$ cat config.mk
export PLATFORM = sky130hd
export DESIGN_NAME = sdc_divider_config
export DESIGN_NICKNAME = d
export VERILOG_FILES = /design/src/core/sdc_pkg.sv /design/src/core/sdc_divider_config.sv
export SDC_FILE = /design/constraint.sdc
export NUM_CORES = 1
export LEC_CHECK = 0
export ABC_AREA = 1
export BUFFER_PORTS_ARGS = -buffer_cell sky130_fd_sc_hd__buf_2
export CORE_MARGIN = 2
export CORE_UTILIZATION = 60
export CTS_BUF_LIST = sky130_fd_sc_hd__clkbuf_16
export CTS_CLUSTER_SIZE = 20
export DETAILED_ROUTE_END_ITERATION = 8
export HOLD_SLACK_MARGIN = 0.08
export PLACE_DENSITY_LB_ADDON = 0.1
export SLEW_MARGIN = 10
export SYNTH_ARGS = -nofsm -noshare
export SYNTH_HDL_FRONTEND = slang
export SYNTH_SLANG_ARGS = --single-unit
$ cat constraint.sdc
create_clock -name ref_clk_in -period 4.7 [get_ports ref_clk_in]
set_input_delay 0.94 -clock ref_clk_in [delete_from_list [all_inputs] [get_ports ref_clk_in]]
set_output_delay 0.94 -clock ref_clk_in [all_outputs]
set_load 0.01 [all_outputs]
$ cat src/core/sdc_pkg.sv
/*
 * Constants, field layout and carrier types of the synthesizer configuration block.
 * Assumes a single 200 MHz control clock; the analog loop is modelled by timers only.
 */
package sdc_pkg;

	// Configuration word store
	localparam int SDC_NUM_WORDS = 6;
	localparam int SDC_WORD_W = 9;
	localparam int SDC_ADDR_W = 3;
	localparam logic [2:0] SDC_LAST_WORD = 3'h5;

	// Reset values (word 1 is nine bits wide, the others eight)
	localparam logic [8:0] SDC_RST_W0 = 9'h03a;
	localparam logic [8:0] SDC_RST_W1 = 9'h1fa;
	localparam logic [8:0] SDC_RST_W2 = 9'h0c0;
	localparam logic [8:0] SDC_RST_W3 = 9'h01e;
	localparam logic [8:0] SDC_RST_W4 = 9'h001;
	localparam logic [8:0] SDC_RST_W5 = 9'h000;
	localparam logic [8:0] SDC_MASK_W8 = 9'h0ff;
	localparam logic [8:0] SDC_MASK_W9 = 9'h1ff;

	// Setting fields, all held in word 0
	localparam logic [2:0] SDC_SET_WORD = 3'h0;
	localparam int SDC_PRESC_LSB = 0;
	localparam int SDC_TYPE_BIT = 2;
	localparam int SDC_OSC_BIT = 3;
	localparam int SDC_ODIV_LSB = 4;
	localparam logic [2:0] SDC_ODIV_MAX_CODE = 3'h5;

	// Calibration trigger bit
	localparam logic [2:0] SDC_CAL_WORD = 3'h4;
	localparam int SDC_CAL_BIT = 0;

	// Divider tables
	localparam logic [2:0] SDC_PRESC_BASE = 3'h2;
	localparam logic [5:0] SDC_FB_P2 = 6'h20;
	localparam logic [5:0] SDC_FB_P3 = 6'h14;
	localparam logic [5:0] SDC_FB_P4 = 6'h10;
	localparam logic [5:0] SDC_FB_P5 = 6'h0c;
	localparam logic [6:0] SDC_MULT_EVEN = 7'h40;
	localparam logic [6:0] SDC_MULT_ODD = 7'h3c;

	// Timing
	localparam int SDC_CLK_PERIOD_PS = 5000;
	localparam int SDC_CAL_TIME_NS = 1000;
	localparam int SDC_SETTLE_TIME_NS = 500;
	localparam int SDC_CAL_CYC = (SDC_CAL_TIME_NS * 1000 + SDC_CLK_PERIOD_PS - 1) /
		SDC_CLK_PERIOD_PS;
	localparam int SDC_SETTLE_CYC = (SDC_SETTLE_TIME_NS * 1000 + SDC_CLK_PERIOD_PS - 1) /
		SDC_CLK_PERIOD_PS;
	localparam int SDC_CNT_W = 8;

	typedef enum logic [2:0] {
		SDC_ST_BOOT = 3'b000,
		SDC_ST_LOAD = 3'b001,
		SDC_ST_CAL = 3'b010,
		SDC_ST_SETTLE = 3'b011,
		SDC_ST_RUN = 3'b100
	} sdc_state_type;

	typedef struct packed {
		logic osc_high;
		logic [1:0] presc_code;
		logic [2:0] odiv_code;
		logic out_lvds;
	} sdc_set_type;

endpackage : sdc_pkg

$ cat src/core/sdc_divider_config.sv
/*
 * Configuration store, divider selection and recalibration control of the clock synthesizer.
 * Assumes the single-pin link is already decoded into word writes, and that the
 * nonvolatile store answers a read in the cycle its request flop is high.
 */
// How it works
// - Prescaler setting 2 to 5 accepted
// - Feedback divider derived from prescaler table
// - Oscillator multiple 60 odd, 64 even
// - Prescaler times feedback equals oscillator multiple
// - Only output ratios 1 to 32 accepted from the word port; store loads are not checked
// - Output type bit selects LVPECL or LVDS
// - Lock reported only after settling completes
// - Defaults: high band, prescaler 4, divide 8
// - Six words reset to documented defaults
// - Preconfigured store loads words at start-up
// - Enable low then high restarts calibration
`timescale 1ns/1ps
module sdc_divider_config
	import sdc_pkg::*;
#(
	parameter int CAL_CYC = SDC_CAL_CYC,
	parameter int SETTLE_CYC = SDC_SETTLE_CYC
) (
	// Clock and reset
	input wire logic ref_clk_in,
	input wire logic rst_n_in,
	// Chip enable pin
	input wire logic chip_en_in,
	// Configuration word port
	input wire logic cfg_wr_in,
	input wire logic [SDC_ADDR_W-1:0] cfg_addr_in,
	input wire logic [SDC_WORD_W-1:0] cfg_wdata_in,
	input wire logic [SDC_ADDR_W-1:0] cfg_rd_addr_in,
	output logic [SDC_WORD_W-1:0] cfg_rdata_out,
	output logic cfg_reject_out,
	// Nonvolatile store
	input wire logic nv_valid_in,
	input wire logic [SDC_WORD_W-1:0] nv_data_in,
	output logic nv_rd_out,
	output logic [SDC_ADDR_W-1:0] nv_addr_out,
	// Loop settings and status
	output sdc_set_type active_set_out,
	output logic [2:0] presc_ratio_out,
	output logic [5:0] fb_div_out,
	output logic [6:0] vco_mult_out,
	output logic [5:0] odiv_ratio_out,
	output logic cal_busy_out,
	output logic locked_out
);

	// Counts must fit the phase counter
	if (CAL_CYC < 1 || CAL_CYC > 2 ** SDC_CNT_W) begin : g_cal_chk
		$error("CAL_CYC out of range");
	end
	if (SETTLE_CYC < 1 || SETTLE_CYC > 2 ** SDC_CNT_W) begin : g_settle_chk
		$error("SETTLE_CYC out of range");
	end

	function automatic sdc_set_type sdc_decode(input logic [SDC_WORD_W-1:0] w);
		sdc_set_type s;
		s.presc_code = w[SDC_PRESC_LSB +: 2];
		s.out_lvds = w[SDC_TYPE_BIT];
		s.osc_high = w[SDC_OSC_BIT];
		s.odiv_code = w[SDC_ODIV_LSB +: 3];
		return s;
	endfunction : sdc_decode

	function automatic logic [5:0] sdc_fb(input logic [1:0] p);
		case (p)
			2'h0: return SDC_FB_P2;
			2'h1: return SDC_FB_P3;
			2'h2: return SDC_FB_P4;
			default: return SDC_FB_P5;
		endcase
	endfunction : sdc_fb

	function automatic logic [SDC_WORD_W-1:0] sdc_mask(input logic [SDC_ADDR_W-1:0] a);
		return (a == 3'h1) ? SDC_MASK_W9 : SDC_MASK_W8;
	endfunction : sdc_mask

	sdc_state_type state_r;
	sdc_state_type state_nxt;
	logic [SDC_WORD_W-1:0] words_r [SDC_NUM_WORDS];
	sdc_set_type active_r;
	logic [SDC_CNT_W-1:0] cnt_r;
	logic [SDC_ADDR_W-1:0] load_idx_r;
	logic ce_prev_r;
	logic pending_r;
	logic wr_ok;
	logic wr_bad;
	logic cal_bit_rise;
	logic ce_rise;
	logic trig;
	logic start_cal;
	logic cnt_done;

	// Write decode and trigger detection
	always_comb begin
		wr_bad = cfg_wr_in && ((cfg_addr_in > SDC_LAST_WORD) ||
			(cfg_addr_in == SDC_SET_WORD &&
			cfg_wdata_in[SDC_ODIV_LSB +: 3] > SDC_ODIV_MAX_CODE));
		wr_ok = cfg_wr_in && !wr_bad &&
			(state_r != SDC_ST_BOOT) && (state_r != SDC_ST_LOAD);
		cal_bit_rise = wr_ok && cfg_addr_in == SDC_CAL_WORD &&
			cfg_wdata_in[SDC_CAL_BIT] && !words_r[SDC_CAL_WORD][SDC_CAL_BIT];
		ce_rise = chip_en_in && !ce_prev_r;
		trig = cal_bit_rise || ce_rise;
	end

	// Next state
	always_comb begin
		state_nxt = state_r;
		start_cal = 1'b0;
		cnt_done = 1'b0;
		case (state_r)
			SDC_ST_BOOT: begin
				if (nv_valid_in) begin
					state_nxt = SDC_ST_LOAD;
				end else begin
					state_nxt = SDC_ST_CAL;
					start_cal = 1'b1;
				end
			end
			SDC_ST_LOAD: begin
				if (nv_rd_out && nv_addr_out == SDC_LAST_WORD) begin
					state_nxt = SDC_ST_CAL;
					start_cal = 1'b1;
				end
			end
			SDC_ST_CAL: begin
				cnt_done = (int'(cnt_r) == CAL_CYC - 1);
				if (cnt_done) begin
					state_nxt = SDC_ST_SETTLE;
				end
			end
			SDC_ST_SETTLE: begin
				cnt_done = (int'(cnt_r) == SETTLE_CYC - 1);
				if (cnt_done) begin
					if (pending_r || trig) begin
						state_nxt = SDC_ST_CAL;
						start_cal = 1'b1;
					end else begin
						state_nxt = SDC_ST_RUN;
					end
				end
			end
			SDC_ST_RUN: begin
				if (trig) begin
					state_nxt = SDC_ST_CAL;
					start_cal = 1'b1;
				end
			end
			default: begin
				state_nxt = SDC_ST_BOOT;
			end
		endcase
	end

	always_ff @(posedge ref_clk_in or negedge rst_n_in) begin
		if (!rst_n_in) begin
			state_r <= SDC_ST_BOOT;
		end else begin
			state_r <= state_nxt;
		end
	end

	// Phase counter for calibration and settling
	always_ff @(posedge ref_clk_in or negedge rst_n_in) begin
		if (!rst_n_in) begin
			cnt_r <= '0;
		end else if (start_cal || cnt_done || state_r == SDC_ST_RUN) begin
			cnt_r <= '0;
		end else if (state_r == SDC_ST_CAL || state_r == SDC_ST_SETTLE) begin
			cnt_r <= cnt_r + 8'h01;
		end
	end

	// Trigger seen during calibration is kept; the clear at calibration start beats a new trigger
	always_ff @(posedge ref_clk_in or negedge rst_n_in) begin
		if (!rst_n_in) begin
			pending_r <= 1'b0;
		end else if (trig && state_r != SDC_ST_RUN && !start_cal) begin
			pending_r <= 1'b1;
		end else if (start_cal) begin
			pending_r <= 1'b0;
		end
	end

	always_ff @(posedge ref_clk_in or negedge rst_n_in) begin
		if (!rst_n_in) begin
			ce_prev_r <= 1'b1;
		end else begin
			ce_prev_r <= chip_en_in;
		end
	end

	// Configuration word store
	always_ff @(posedge ref_clk_in or negedge rst_n_in) begin
		if (!rst_n_in) begin
			words_r[0] <= SDC_RST_W0;
			words_r[1] <= SDC_RST_W1;
			words_r[2] <= SDC_RST_W2;
			words_r[3] <= SDC_RST_W3;
			words_r[4] <= SDC_RST_W4;
			words_r[5] <= SDC_RST_W5;
		end else if (state_r == SDC_ST_LOAD && nv_rd_out) begin
			words_r[nv_addr_out] <= nv_data_in & sdc_mask(nv_addr_out);
		end else if (wr_ok) begin
			words_r[cfg_addr_in] <= cfg_wdata_in & sdc_mask(cfg_addr_in);
		end
	end

	// Start-up read sequence from the nonvolatile store
	always_ff @(posedge ref_clk_in or negedge rst_n_in) begin
		if (!rst_n_in) begin
			load_idx_r <= '0;
			nv_rd_out <= 1'b0;
			nv_addr_out <= '0;
		end else if (state_nxt == SDC_ST_LOAD && load_idx_r <= SDC_LAST_WORD) begin
			nv_rd_out <= 1'b1;
			nv_addr_out <= load_idx_r;
			load_idx_r <= load_idx_r + 3'h1;
		end else begin
			nv_rd_out <= 1'b0;
		end
	end

	// Running settings latch, moved only at calibration start
	always_ff @(posedge ref_clk_in or negedge rst_n_in) begin
		if (!rst_n_in) begin
			active_r <= sdc_decode(SDC_RST_W0);
		end else if (start_cal) begin
			active_r <= sdc_decode(words_r[SDC_SET_WORD]);
		end
	end

	// Derived divider outputs
	always_ff @(posedge ref_clk_in or negedge rst_n_in) begin
		if (!rst_n_in) begin
			active_set_out <= sdc_decode(SDC_RST_W0);
			presc_ratio_out <= {1'b0, SDC_RST_W0[SDC_PRESC_LSB +: 2]} + SDC_PRESC_BASE;
			fb_div_out <= sdc_fb(SDC_RST_W0[SDC_PRESC_LSB +: 2]);
			vco_mult_out <= SDC_RST_W0[SDC_PRESC_LSB] ? SDC_MULT_ODD : SDC_MULT_EVEN;
			odiv_ratio_out <= 6'h01 << SDC_RST_W0[SDC_ODIV_LSB +: 3];
		end else begin
			active_set_out <= active_r;
			presc_ratio_out <= {1'b0, active_r.presc_code} + SDC_PRESC_BASE;
			fb_div_out <= sdc_fb(active_r.presc_code);
			vco_mult_out <= active_r.presc_code[0] ? SDC_MULT_ODD : SDC_MULT_EVEN;
			odiv_ratio_out <= 6'h01 << active_r.odiv_code;
		end
	end

	// Readback and status
	always_ff @(posedge ref_clk_in or negedge rst_n_in) begin
		if (!rst_n_in) begin
			cfg_rdata_out <= '0;
			cfg_reject_out <= 1'b0;
			cal_busy_out <= 1'b1;
			locked_out <= 1'b0;
		end else begin
			cfg_rdata_out <= (cfg_rd_addr_in <= SDC_LAST_WORD) ? words_r[cfg_rd_addr_in] : '0;
			cfg_reject_out <= wr_bad;
			cal_busy_out <= (state_nxt != SDC_ST_RUN);
			locked_out <= (state_nxt == SDC_ST_RUN) && chip_en_in;
		end
	end
endmodule : sdc_divider_config

# Word level (Yosys, flattened, before mapping)
# Index checks and enable logic that the tools add are counted.
# Widths: inputs -> output; s select.
totals:
  regBits: 122
  output_inout_bits: 45
  elab_cells: 133
  inputBits: 29
op_classes:
  shift: 1
  reduce_logical: 34
  muxes: 35
  add_sub_neg: 3
  n_lt_le_gt_ge: 9
  n_eq_ne: 17
  bitwise: 5
ops:
  columns: ["cell", "count"]
  rows:
  - ["$bwmux 54", 2]
  - ["$mux 54", 2]
  - ["$mux 9", 7]
  - ["$demux 9 s3", 2]
  - ["$bmux 9 s3", 1]
  - ["$and 9x9->9", 2]
  - ["$pmux 6 s3", 1]
  - ["$logic_and 1x1->1", 17]
  - ["$mux 8", 2]
  - ["$mux 3", 5]
  - ["$pmux 3 s5", 1]
  - ["$eq 3x1->1 const B", 4]
  - ["$eq 3x3->1 const B", 4]
  - ["$ge 4x4->1 const B", 3]
  - ["$not 3->4", 3]
  - ["$add 8x1->8 const B", 1]
  - ["$eq 8x7->1 const B", 1]
  - ["$eq 8x8->1 const B", 1]
  - ["$lt 4x1->1 const B", 2]
  - ["$mux 1", 8]
  - ["$mux 7", 1]
  - ["$eq 3x2->1 const B", 2]
  - ["$gt 3x3->1 const B", 2]
  - ["$le 3x3->1 const B", 2]
  - ["other kinds (16)", 28]

# Logic depth before layout (Yosys ltp)
# Gate-level depths: netlist of run 1.
depth:
  word_depth: 19
  mapped_depth: 12
  depth_no_buf: 12

# Least setup slack after synthesis of run 1
# No wires, ideal clock.
synth_timing:
  path_type: "in2reg"
  from: "input port cfg_addr_in[2]"
  to: "register words_r[11] in the netlist's numbering"
  setup_time_ns: 0.126
  arrival_ns: 2.068
  t_required_ns: 4.574
  setup_slack_ns: 2.506
  n_path_buf: 2
  cell_stages: 11
  path_cell_list: "buf_2 -> nand2_1 -> a21boi_2 -> nand2_2 -> inv_4 -> nand2_1 -> nand2_1 -> inv_2 -> buf_2 -> nand2_1 -> o21ai_0"
synth_via:
  elab_chain_len: 9
  elab_cells_between_ends: 19
  cone_classes: "3 x order compare; 5 x mux; 1 x bitwise; 10 x reduce/logical"
synth_rtl:
  columns: ["item", "line_no", "text"]
  rows:
  - ["from (decl)", "sdc_divider_config.sv:32", "input wire logic [SDC_ADDR_W-1:0] cfg_addr_in,"]
  - ["branches (longest 9 deep; another with $ge 4x4->1)", null, null]
  - ["to (signal, indexed assignment)", "sdc_divider_config.sv:208", "words_r[nv_addr_out] <= nv_data_in & sdc_mask(nv_addr_out);"]
  - ["to (signal, indexed assignment)", "sdc_divider_config.sv:210", "words_r[cfg_addr_in] <= cfg_wdata_in & sdc_mask(cfg_addr_in);"]
  - ["to (decl)", "sdc_divider_config.sv:84", "logic [SDC_WORD_W-1:0] words_r [SDC_NUM_WORDS];"]
# Several ways; the timed one is not identified. The select of a mux whose other input is x is not followed.
# A chain may end at the register's enable or synchronous reset.

# Worst setup path in the final report of run 1
layout_timing:
  from: "input port cfg_rd_addr_in[0]"
  to: "register cfg_rdata_out[0]"
layout_via:
  elab_chain_len: 5
  elab_cells_between_ends: 6
  cone_classes: "1 x order compare; 4 x mux; 1 x bitwise"
layout_rtl:
  columns: ["item", "line_no", "text"]
  rows:
  - ["from (decl)", "sdc_divider_config.sv:34", "input wire logic [SDC_ADDR_W-1:0] cfg_rd_addr_in,"]
  - ["$not 3->4 (implied by the code)", "sdc_divider_config.sv:263", "cfg_rdata_out <= (cfg_rd_addr_in <= SDC_LAST_WORD) ? words_r[cfg_rd_addr_in] : '0;"]
  - ["$bmux 9 s3", "sdc_divider_config.sv:263", null]
  - ["$mux 9 (implied by the code) (2 in a row)", "sdc_divider_config.sv:263", null]
  - ["$mux 9 (*)", "sdc_divider_config.sv:263", null]
  - ["to (signal assigned)", "sdc_divider_config.sv:263", null]
  - ["to (decl)", "sdc_divider_config.sv:35", "output logic [SDC_WORD_W-1:0] cfg_rdata_out,"]
# Mark *: on every way between the ends. The rest lies on a longest branch, timed or not. The select of a mux whose other input is x is not followed.

==> metrics.csv, run 1 <==
stage,metric,value,unit
finish,share of layout cells above drive strength 1,22.5,%
finish,"most common cell after layout, fill and taps aside",nand2_1,
power,Static Leak,3.00,nW
floorplanning,height of the die,100,um
clock_tree,CTS Buf Count,9,
detailed_routing,ANT nets after route,0,
detailed_routing,total wire length,13500,um
synth,post-synthesis sequential area ratio,51.0,%
power,Pwr Total,1.98,mW
grt,largest net degree at the start of global routing,82,
power,Power Density,319,nW/um2
finish,Layout Cells excl Fill,813,
synth,Synth Cell Area,5570,um2
finish,Reg area,2840,um2
clock_tree,H-tree levels,3,
hold_path,Worst Hold Class,reg2reg,
timing,relative slew slack,34.0,%
critical_path,Worst EP required,4.91,ns
timing,min cycle time layout,2.38,ns
critical_path,endpoint class of the critical path,flop,
critical_path,crit path DAT,2.59,ns
finish,multi-input logic area,2270,um2
timing,Final Skew,0.0119,ns
critical_path,CP startpoint kind,primary input,
detailed_routing,DRC Markers,0,
clock_tree,PostCTS Resize Cnt,0,
synth,Synth area leaders,"dfrtp_1 (36%), dfstp_2 (15%), nand2_1 (10%)",
detailed_routing,routed len/inst,16.7,um
synth,Netlist cell types,45,
clock_tree,Clock Path Buffers,2,
synth,synthesized instance count,638,
finish,number of nets in the layout,731,
detailed_routing,vias per inst,5.73,
critical_path,R2R Setup Slk,2.65,ns
timing,final setup violation count,0,
floorplanning,row count,35,
clock_tree,CTS tree,built,
synth,synthesis warning total,0,
timing,worst-margin pin slew,0.991,ns
clock_tree,Sink Count,112,
floorplanning,Initial Util,61.2,%
grt,initial antenna violation count,0,
detailed_routing,DR iter-0 viols,526,
clock_tree,clock root cell,clkbuf_16,
grt,Total GRT Usage,28.4,%
finish,P&R area growth vs syn,11.5,%
detailed_routing,DRT Pass-1 Iters,7,
floorplanning,IO Pins,74,
synth,Post-Syn Area per Cell,8.73,um2
critical_path,worst-path fanout max,37,
floorplanning,die area,10100,um2
detailed_routing,via count,4657,
clock_tree,postcts setup bufs,0,
critical_path,WS Path Type,in2reg,
finish,"commonest non-fill, non-tap cells in the layout","nand2_1 (154), dfrtp_1 (81), buf_2 (68)",
grt,total gr overflow,0,
place,post-detail-place hpwl,9670,um
grt,number of global-route vias before repair,4150,
place,Final GP Congestion,0.904,
synth,area share of the largest cell type after synthesis,36.4,%
power,Peak VDD IR,0.249,mV
place,IO Port Bufs,69,
clock_tree,# hold bufs at CTS,0,
grt,first-pass GRT wire length,21800,um
timing,endpoints failing hold,0,
finish,fin area,6220,um2
place,Placed Cells,797,
timing,maximum clock frequency,420,MHz
timing,Final WS setup,2.32,ns
place,Placed Area,5910,um2
finish,n_diodes,0,
clock_tree,"Reg clk slew, reported paths",0.08,ns
floorplanning,Die X,100,um
synth,leading area contributor after synthesis,dfrtp_1,
timing,RSZ-0062 raised after global routing,false,
floorplanning,core area,9110,um2
place,Setup WS pre-CTS,2.08,ns
timing,Slew Limit Fails,0,
run_status,outcome,"complete, no violations",
run,maxcap violations,0,
timing,crit share post-route,50.6,%
synth,post-synthesis sequential element count,112,
finish,Fill cells,747,
timing,Setup TNS Final,0,ns
clock_tree,clock latency on the worst-skew pair,0.35,ns
==> cell usage after synthesis (all sizes together) <==
master / instances
dfrtp: 81
nor4: 1
o22ai: 2
nand4: 10
dfstp: 31
nor3: 16
inv: 77
nand2: 159
nand3b: 2
o221ai: 2
o31ai: 2
o21ai: 59
nand3: 51
clkinv: 2
nor2: 51
xor2: 6
or2: 2
conb: 1
a21boi: 1
a22oi: 18
o32ai: 8
xnor2: 2
ha: 5
clkbuf: 3
a21oi: 9
o211ai: 15
buf: 22
==> per-layer routing <==
metal  global-route usage [%]  vias up  share of wire, %
met4                     8.11        0               2.5
met2                     40.0      244                43
li1                         -     2217                 -
met3                     7.17       29               8.9
met5                        0        -                 0
met1                     43.6     2167                46
==> power by group <==
part / total [mW] / internal, mW / switching [mW]
Combinational: 0.171 / 0.0529 / 0.118
Clock: 0.776 / 0.384 / 0.391
Sequential: 1.04 / 1.01 / 0.0268
Total: 1.98 / 1.45 / 0.536
==> sequential cells by signal (all words and copies together), names as in the netlist <==
name	flops
active_set_out	6
nv_addr_out	3
odiv_ratio_out	6
words_r	54
cfg_rdata_out	9
ce_prev_r	1
cfg_reject_out	1
active_r	7
fb_div_out	4
nv_rd_out	1
load_idx_r	3
locked_out	1
cal_busy_out	1
state_r	3
cnt_r	8
pending_r	1
presc_ratio_out	2
vco_mult_out	1
==> critical path: stages <==
cell and delay, ns:
buf_2 0.46, clkinv_1 0.53, o21ai_0 0.35, o32ai_1 0.11, nand2_1 0.07, o21ai_0 0.10
==> stage by stage <==
| step | util (%) | hold WS, ns |
|---|---|---|
| 6_report | 68.2 | 0.371 |
| 5_1_grt | 68.2 | 0.375 |
| 4_1_cts | 68.2 | 0.372 |
| 3_5_place_dp | 64.9 | 0.360 |
| 3_3_place_gp | 64.9 | 0.364 |
| 2_1_floorplan | - | 0.354 |
==> path summary, 6_finish.rpt <==
check	startpoint	to	depth (start not counted)
min in group asynchronous	rst_n_in	cfg_rdata_out[8]	1
max in group asynchronous	rst_n_in	words_r[33]	2
max reg2reg	nv_addr_out[0]	cnt_r[5]	9
max	cfg_rd_addr_in[0]	cfg_rdata_out[0]	6
min reg2reg	active_r[6]	active_set_out[6]	0
min	active_r[6]	active_set_out[6]	0
==> kinds of logic after synthesis <==
family                     after synthesis  share of synthesized area, %
AOI/OAI and AO/OA                      116                          14.3
and+or+nand+nor                        292                          23.8
adders and majority gates                5                          1.12
xor gates and xnor gates                 8                          1.26
other                                    1                        0.0673
buffers and inverters                  104                          8.53
DFF                                    112                          51.0
==> final cells by class <==
type                       instances  area share (%)
clock inverter                     7            1.31
inverter                          79            4.93
clock buffer                       9            3.62
multi-input combinational        425            36.5
tap                              111            2.23
timing repair buffer              70            5.72
sequential                       112            45.7
(Power assumes the default switching activity.)
==> run 2, diff against run 1 <==
- CORE_UTILIZATION: 60 -> 52
- clock period: 4.7 -> 2.05 ns (I/O delays scaled with it)
==> run 2 against run 1 <==
  * Worst setup slack worse by 2.1 ns
  * Via count rose by 0.88%
  * Die area up 15%
  * Critical path type is now reg2reg
  * Critical endpoint is now words_r[34]
  * Highest routed layer unchanged
==> metrics.csv, run 2 (synthesis results as in run 1) <==
stage,metric,value,unit
timing,endpoints failing hold,0,
finish,Reg with most FFs,words_r,
power,Peak VDD IR,0.543,mV
clock_tree,clock root cell,clkbuf_16,
finish,fin area,6460,um2
finish,max reg flops,54,
floorplanning,Initial Util,53.7,%
critical_path,endpoint class of the critical path,flop,
finish,"most common cell after layout, fill and taps aside",nand2_1,
finish,Fill cells,933,
critical_path,worst-path fanout max,10,
grt,total gr overflow,0,
clock_tree,Clock Path Buffers,2,
finish,utilization after layout,62.3,%
place,post-detail-place hpwl,10400,um
clock_tree,CTS Buf Count,9,
clock_tree,Sink Count,112,
detailed_routing,via count,4698,
critical_path,CP startpoint kind,flop,
timing,final setup violation count,0,
timing,Slew Limit Fails,0,
grt,largest net degree at the start of global routing,43,
detailed_routing,routed len/inst,16.4,um
detailed_routing,DRC Markers,0,
floorplanning,core area,10400,um2
place,Final GP Congestion,0.932,
finish,n_diodes,0,
timing,min cycle time layout,1.86,ns
grt,initial antenna violation count,0,
critical_path,Worst EP required,2.35,ns
place,Placed Area,6100,um2
clock_tree,CTS tree,built,
detailed_routing,DR iter-0 viols,365,
finish,number of nets in the layout,750,
detailed_routing,DRT Pass-1 Iters,5,
floorplanning,height of the die,108,um
grt,number of global-route vias before repair,4537,
power,Static Leak,3.12,nW
timing,Setup TNS Final,0,ns
floorplanning,die area,11600,um2
finish,biggest regs,"words_r x54, cfg_rdata_out x9, cnt_r x8",
critical_path,WS Path Type,reg2reg,
detailed_routing,ANT nets after route,0,
timing,RSZ-0062 raised after global routing,false,
run,maxcap violations,0,
detailed_routing,vias per inst,5.48,
clock_tree,H-tree levels,3,
critical_path,crit path DAT,2.17,ns
power,Power Density,718,nW/um2
finish,P&R area growth vs syn,15.9,%
clock_tree,clock latency on the worst-skew pair,0.36,ns
floorplanning,Die X,108,um
clock_tree,"Reg clk slew, reported paths",0.08,ns
finish,share of layout cells above drive strength 1,24.4,%
timing,maximum clock frequency,537,MHz
timing,Final Skew,0.00642,ns
grt,Total GRT Usage,26.1,%
grt,first-pass GRT wire length,23200,um
hold_path,Worst Hold Class,in2reg,
run_status,outcome,"complete, no violations",
floorplanning,IO Pins,74,
detailed_routing,total wire length,14100,um
place,IO Port Bufs,69,
finish,"commonest non-fill, non-tap cells in the layout","nand2_1 (154), dfrtp_1 (81), buf_2 (68)",
floorplanning,row count,37,
timing,crit share post-route,90.9,%
==> run 2: path summary, 6_finish.rpt <==
path	cells after the start	slack [ns]	startpoint	endpoint
min	1	0.15	chip_en_in	ce_prev_r
max reg2reg	10	0.19	state_r[2]	words_r[34]
min reg2reg	0	0.37	active_r[6]	active_set_out[6]
max	10	0.19	state_r[2]	words_r[34]
min in group asynchronous	2	0.52	rst_n_in	cfg_rdata_out[1]
max in group asynchronous	3	0.90	rst_n_in	active_r[5]
==> run 2: worst max-delay path, cell delays in order, from the launching register on <==
cell and delay, ns:
dfrtp_1 0.42, nor2_2 0.15, inv_2 0.07, nor2_8 0.19
nand2_8 0.13, nand2_1 0.11, inv_2 0.11, a21oi_4 0.28
buf_4 0.20, nand2_1 0.06, nand3_1 0.07
==> run 2: stage by stage <==
step / std cells / setup slack, ns / hold slack [ns] / power, mW
4_1_cts: 855 / 0.135 / 0.142 / 4.66
3_5_place_dp: 838 / 0.0777 / 0.362 / 2.82
6_report: 857 / 0.187 / 0.150 / 4.64
3_3_place_gp: 838 / 0.171 / 0.365 / 2.81
5_1_grt: 857 / 0.00190 / 0.140 / 4.84
2_1_floorplan: 641 / 0.386 / 0.114 / 2.62
==> run 2: what timing repair did <==
action                     CTS  global route
setup endpoints to repair    0            10
hold buffers                 1             0
hold endpoints to repair    24             0
buffers inserted             0             2
gates resized for setup      0             0
==> run 2: layout make-up <==
cell class / count / area, um2 / area share, %
Clock inverter: 7 / 83.8 / 1.30
Inverter: 79 / 307 / 4.75
Timing Repair Buffer: 89 / 563 / 8.72
Clock buffer: 9 / 225 / 3.49
Sequential cell: 112 / 2840 / 44.0
Tap cell: 136 / 170 / 2.64
Multi-Input combinational cell: 425 / 2270 / 35.1
==> run 2: where the power goes <==
part	leakage (nW)	internal, mW	switching [mW]
clock network	0.155	0.977	0.870
logic	1.59	0.142	0.278
registers	1.38	2.32	0.0510
==> run 2: layer usage <==
metal	part of all wire, %	global-route usage (%)	wire [um]
met1	44	37.3	6160
met2	46	39.8	6450
met3	8.2	5.69	1160
met4	2.0	8.42	274
met5	0	0	0
==> run 3, diff against run 2 <==
- CORE_ASPECT_RATIO: unset -> 1.5
- clock period: 2.05 -> 1.65 ns (I/O delays scaled with it)
==> run 3 against run 2 <==
  * The flow now finishes with violations (negative setup slack)
  * Critical path depth is 1 lower
  * Sequential power is 24% higher
  * Register-to-register slack worse by 0.30 ns
  * Critical path type unchanged
  * Largest cell class unchanged
  * Highest routed layer unchanged
==> metrics.csv, run 3 (synthesis results as in run 1) <==
stage,metric,value,unit
critical_path,crit path DAT,2.03,ns
clock_tree,Clock Path Buffers,2,
place,Final GP Congestion,0.937,
timing,endpoints failing hold,0,
grt,Total GRT Usage,26.1,%
timing,Setup TNS Final,-1.49,ns
floorplanning,die area,11600,um2
finish,utilization after layout,69.3,%
critical_path,CP startpoint kind,flop,
hold_path,Worst Hold Class,in2reg,
detailed_routing,DRT Pass-1 Iters,5,
run_status,failing checks,negative setup slack,
detailed_routing,max layer used,met4,
floorplanning,core area,10500,um2
clock_tree,clock latency on the worst-skew pair,0.35,ns
timing,Final Skew,0.00801,ns
power,Pwr Total,5.72,mW
detailed_routing,total wire length,15200,um
timing,final setup violation count,37,
place,IO Port Bufs,69,
detailed_routing,routed len/inst,16.5,um
timing,hold slack,0.195,ns
finish,Fill cells,850,
clock_tree,CTS Buf Count,9,
finish,max reg flops,54,
power,Peak VDD IR,0.476,mV
detailed_routing,routed length on met3,730,um
finish,"commonest non-fill, non-tap cells in the layout","nand2_1 (137), dfrtp_1 (80), buf_2 (68)",
floorplanning,row count,46,
run,maxcap violations,0,
grt,number of global-route vias before repair,4614,
critical_path,WS Path Type,reg2reg,
timing,crit share post-route,107,%
detailed_routing,via count,4915,
clock_tree,Sink Count,112,
floorplanning,IO Pins,74,
grt,largest net degree at the start of global routing,42,
finish,number of nets in the layout,807,
floorplanning,Initial Util,52.9,%
finish,share of layout cells above drive strength 1,38.2,%
timing,Final WS setup,-0.115,ns
finish,biggest regs,"words_r x54, cfg_rdata_out x9, cnt_r x8",
finish,n_diodes,0,
detailed_routing,wire length on met1,5940,um
clock_tree,"Reg clk slew, reported paths",0.08,ns
finish,"most common cell after layout, fill and taps aside",nand2_1,
grt,total gr overflow,0,
grt,initial antenna violation count,0,
detailed_routing,DRC Markers,0,
timing,RSZ-0062 raised after global routing,true,
critical_path,Worst EP required,1.92,ns
grt,first-pass GRT wire length,23000,um
clock_tree,H-tree levels,3,
finish,Reg with most FFs,words_r,
clock_tree,CTS tree,built,
power,Power Density,784,nW/um2
detailed_routing,met2 WL post-DR,7900,um
place,post-detail-place hpwl,10700,um
timing,min cycle time layout,1.77,ns
detailed_routing,ANT nets after route,0,
run_status,outcome,"finished, violations left",
critical_path,endpoint class of the critical path,flop,
finish,P&R area growth vs syn,31.1,%
clock_tree,clock root cell,clkbuf_16,
floorplanning,height of the die,131,um
timing,Slew Limit Fails,0,
power,Static Leak,3.57,nW
detailed_routing,DR iter-0 viols,337,
critical_path,worst-path fanout max,4,
detailed_routing,vias per inst,5.33,
timing,maximum clock frequency,567,MHz
floorplanning,Die X,88.5,um
## run 3: changes by cell type in the layout (fill, tap and decap cells not counted), moves of 5 or more
| cell | before | now |
|---|---|---|
| buf_4 | 15 | 54 |
| nand3_1 | 50 | 22 |
| nand3_2 | 1 | 29 |
| nand2_1 | 154 | 137 |
| o21ai_0 | 48 | 31 |
| nand2_2 | 3 | 17 |
| o21ai_1 | 11 | 23 |
| buf_6 | 0 | 8 |
| o21ai_2 | 0 | 5 |
## run 3: area by class of cell
type / instances / area [um2] / share of cell area [%]
Sequential cell: 112 / 2840 / 38.9
Multi-Input combinational cell: 427 / 2570 / 35.3
Timing Repair Buffer: 143 / 1090 / 14.9
Inverter: 79 / 317 / 4.33
Clock buffer: 9 / 225 / 3.08
Tap cell: 144 / 180 / 2.47
Clock inverter: 7 / 71.3 / 0.977
Timing Repair inverter: 1 / 6.26 / 0.0857
## run 3: worst max-delay path, cell delays in order (launching register included)
cell       delay (ns)
dfrtp_1          0.39
nor2_2           0.14
inv_2            0.07
nor2_8           0.18
nand2_4          0.09
buf_4            0.15
a22oi_4          0.30
clkbuf_16        0.20
nand2_1          0.05
o21ai_1          0.10
## run 3: worst paths after layout
| kind | cells after the start | slack, ns | from | end |
|---|---|---|---|---|
| max | 9 | -0.12 | state_r[1] | words_r[3] |
| max in group asynchronous | 3 | 0.59 | rst_n_in | words_r[9] |
| min in group asynchronous | 2 | 0.44 | rst_n_in | fb_div_out[2] |
| max reg2reg | 9 | -0.12 | state_r[1] | words_r[3] |
| min | 3 | 0.20 | nv_data_in[8] | words_r[44] |
| min reg2reg | 0 | 0.37 | active_r[6] | active_set_out[6] |
## run 3: routing by layer
layer | vias to the layer above | global-route usage [%]
met1 | 2338 | 33.3
met5 | - | 0
met2 | 146 | 44.2
met4 | 0 | 12.4
li1 | 2390 | -
met3 | 41 | 2.95
## run 3: power breakdown
group	internal, mW	leakage (nW)	switching (mW)
logic	0.231	2.05	0.392
clock network	1.07	0.144	1.08
registers	2.88	1.37	0.0659
## run 3: per-stage QoR
stage | area (um2) | std cells | setup slack (ns)
6_report | 7300 | 922 | -0.115
3_3_place_gp | 6440 | 882 | 0.00531
4_1_cts | 6890 | 909 | -0.0256
5_1_grt | 7300 | 922 | -0.242
2_1_floorplan | 5580 | 641 | 0.0414
3_5_place_dp | 6440 | 882 | -0.0792
## run 3: repair_timing
action	in CTS	in global routing
cloned	1	4
pin swaps	6	28
endpoints found under the hold margin	17	0
hold buffers	2	0
endpoints found under the setup margin	38	64
resized for setup	11	90
setup buffers	9	10
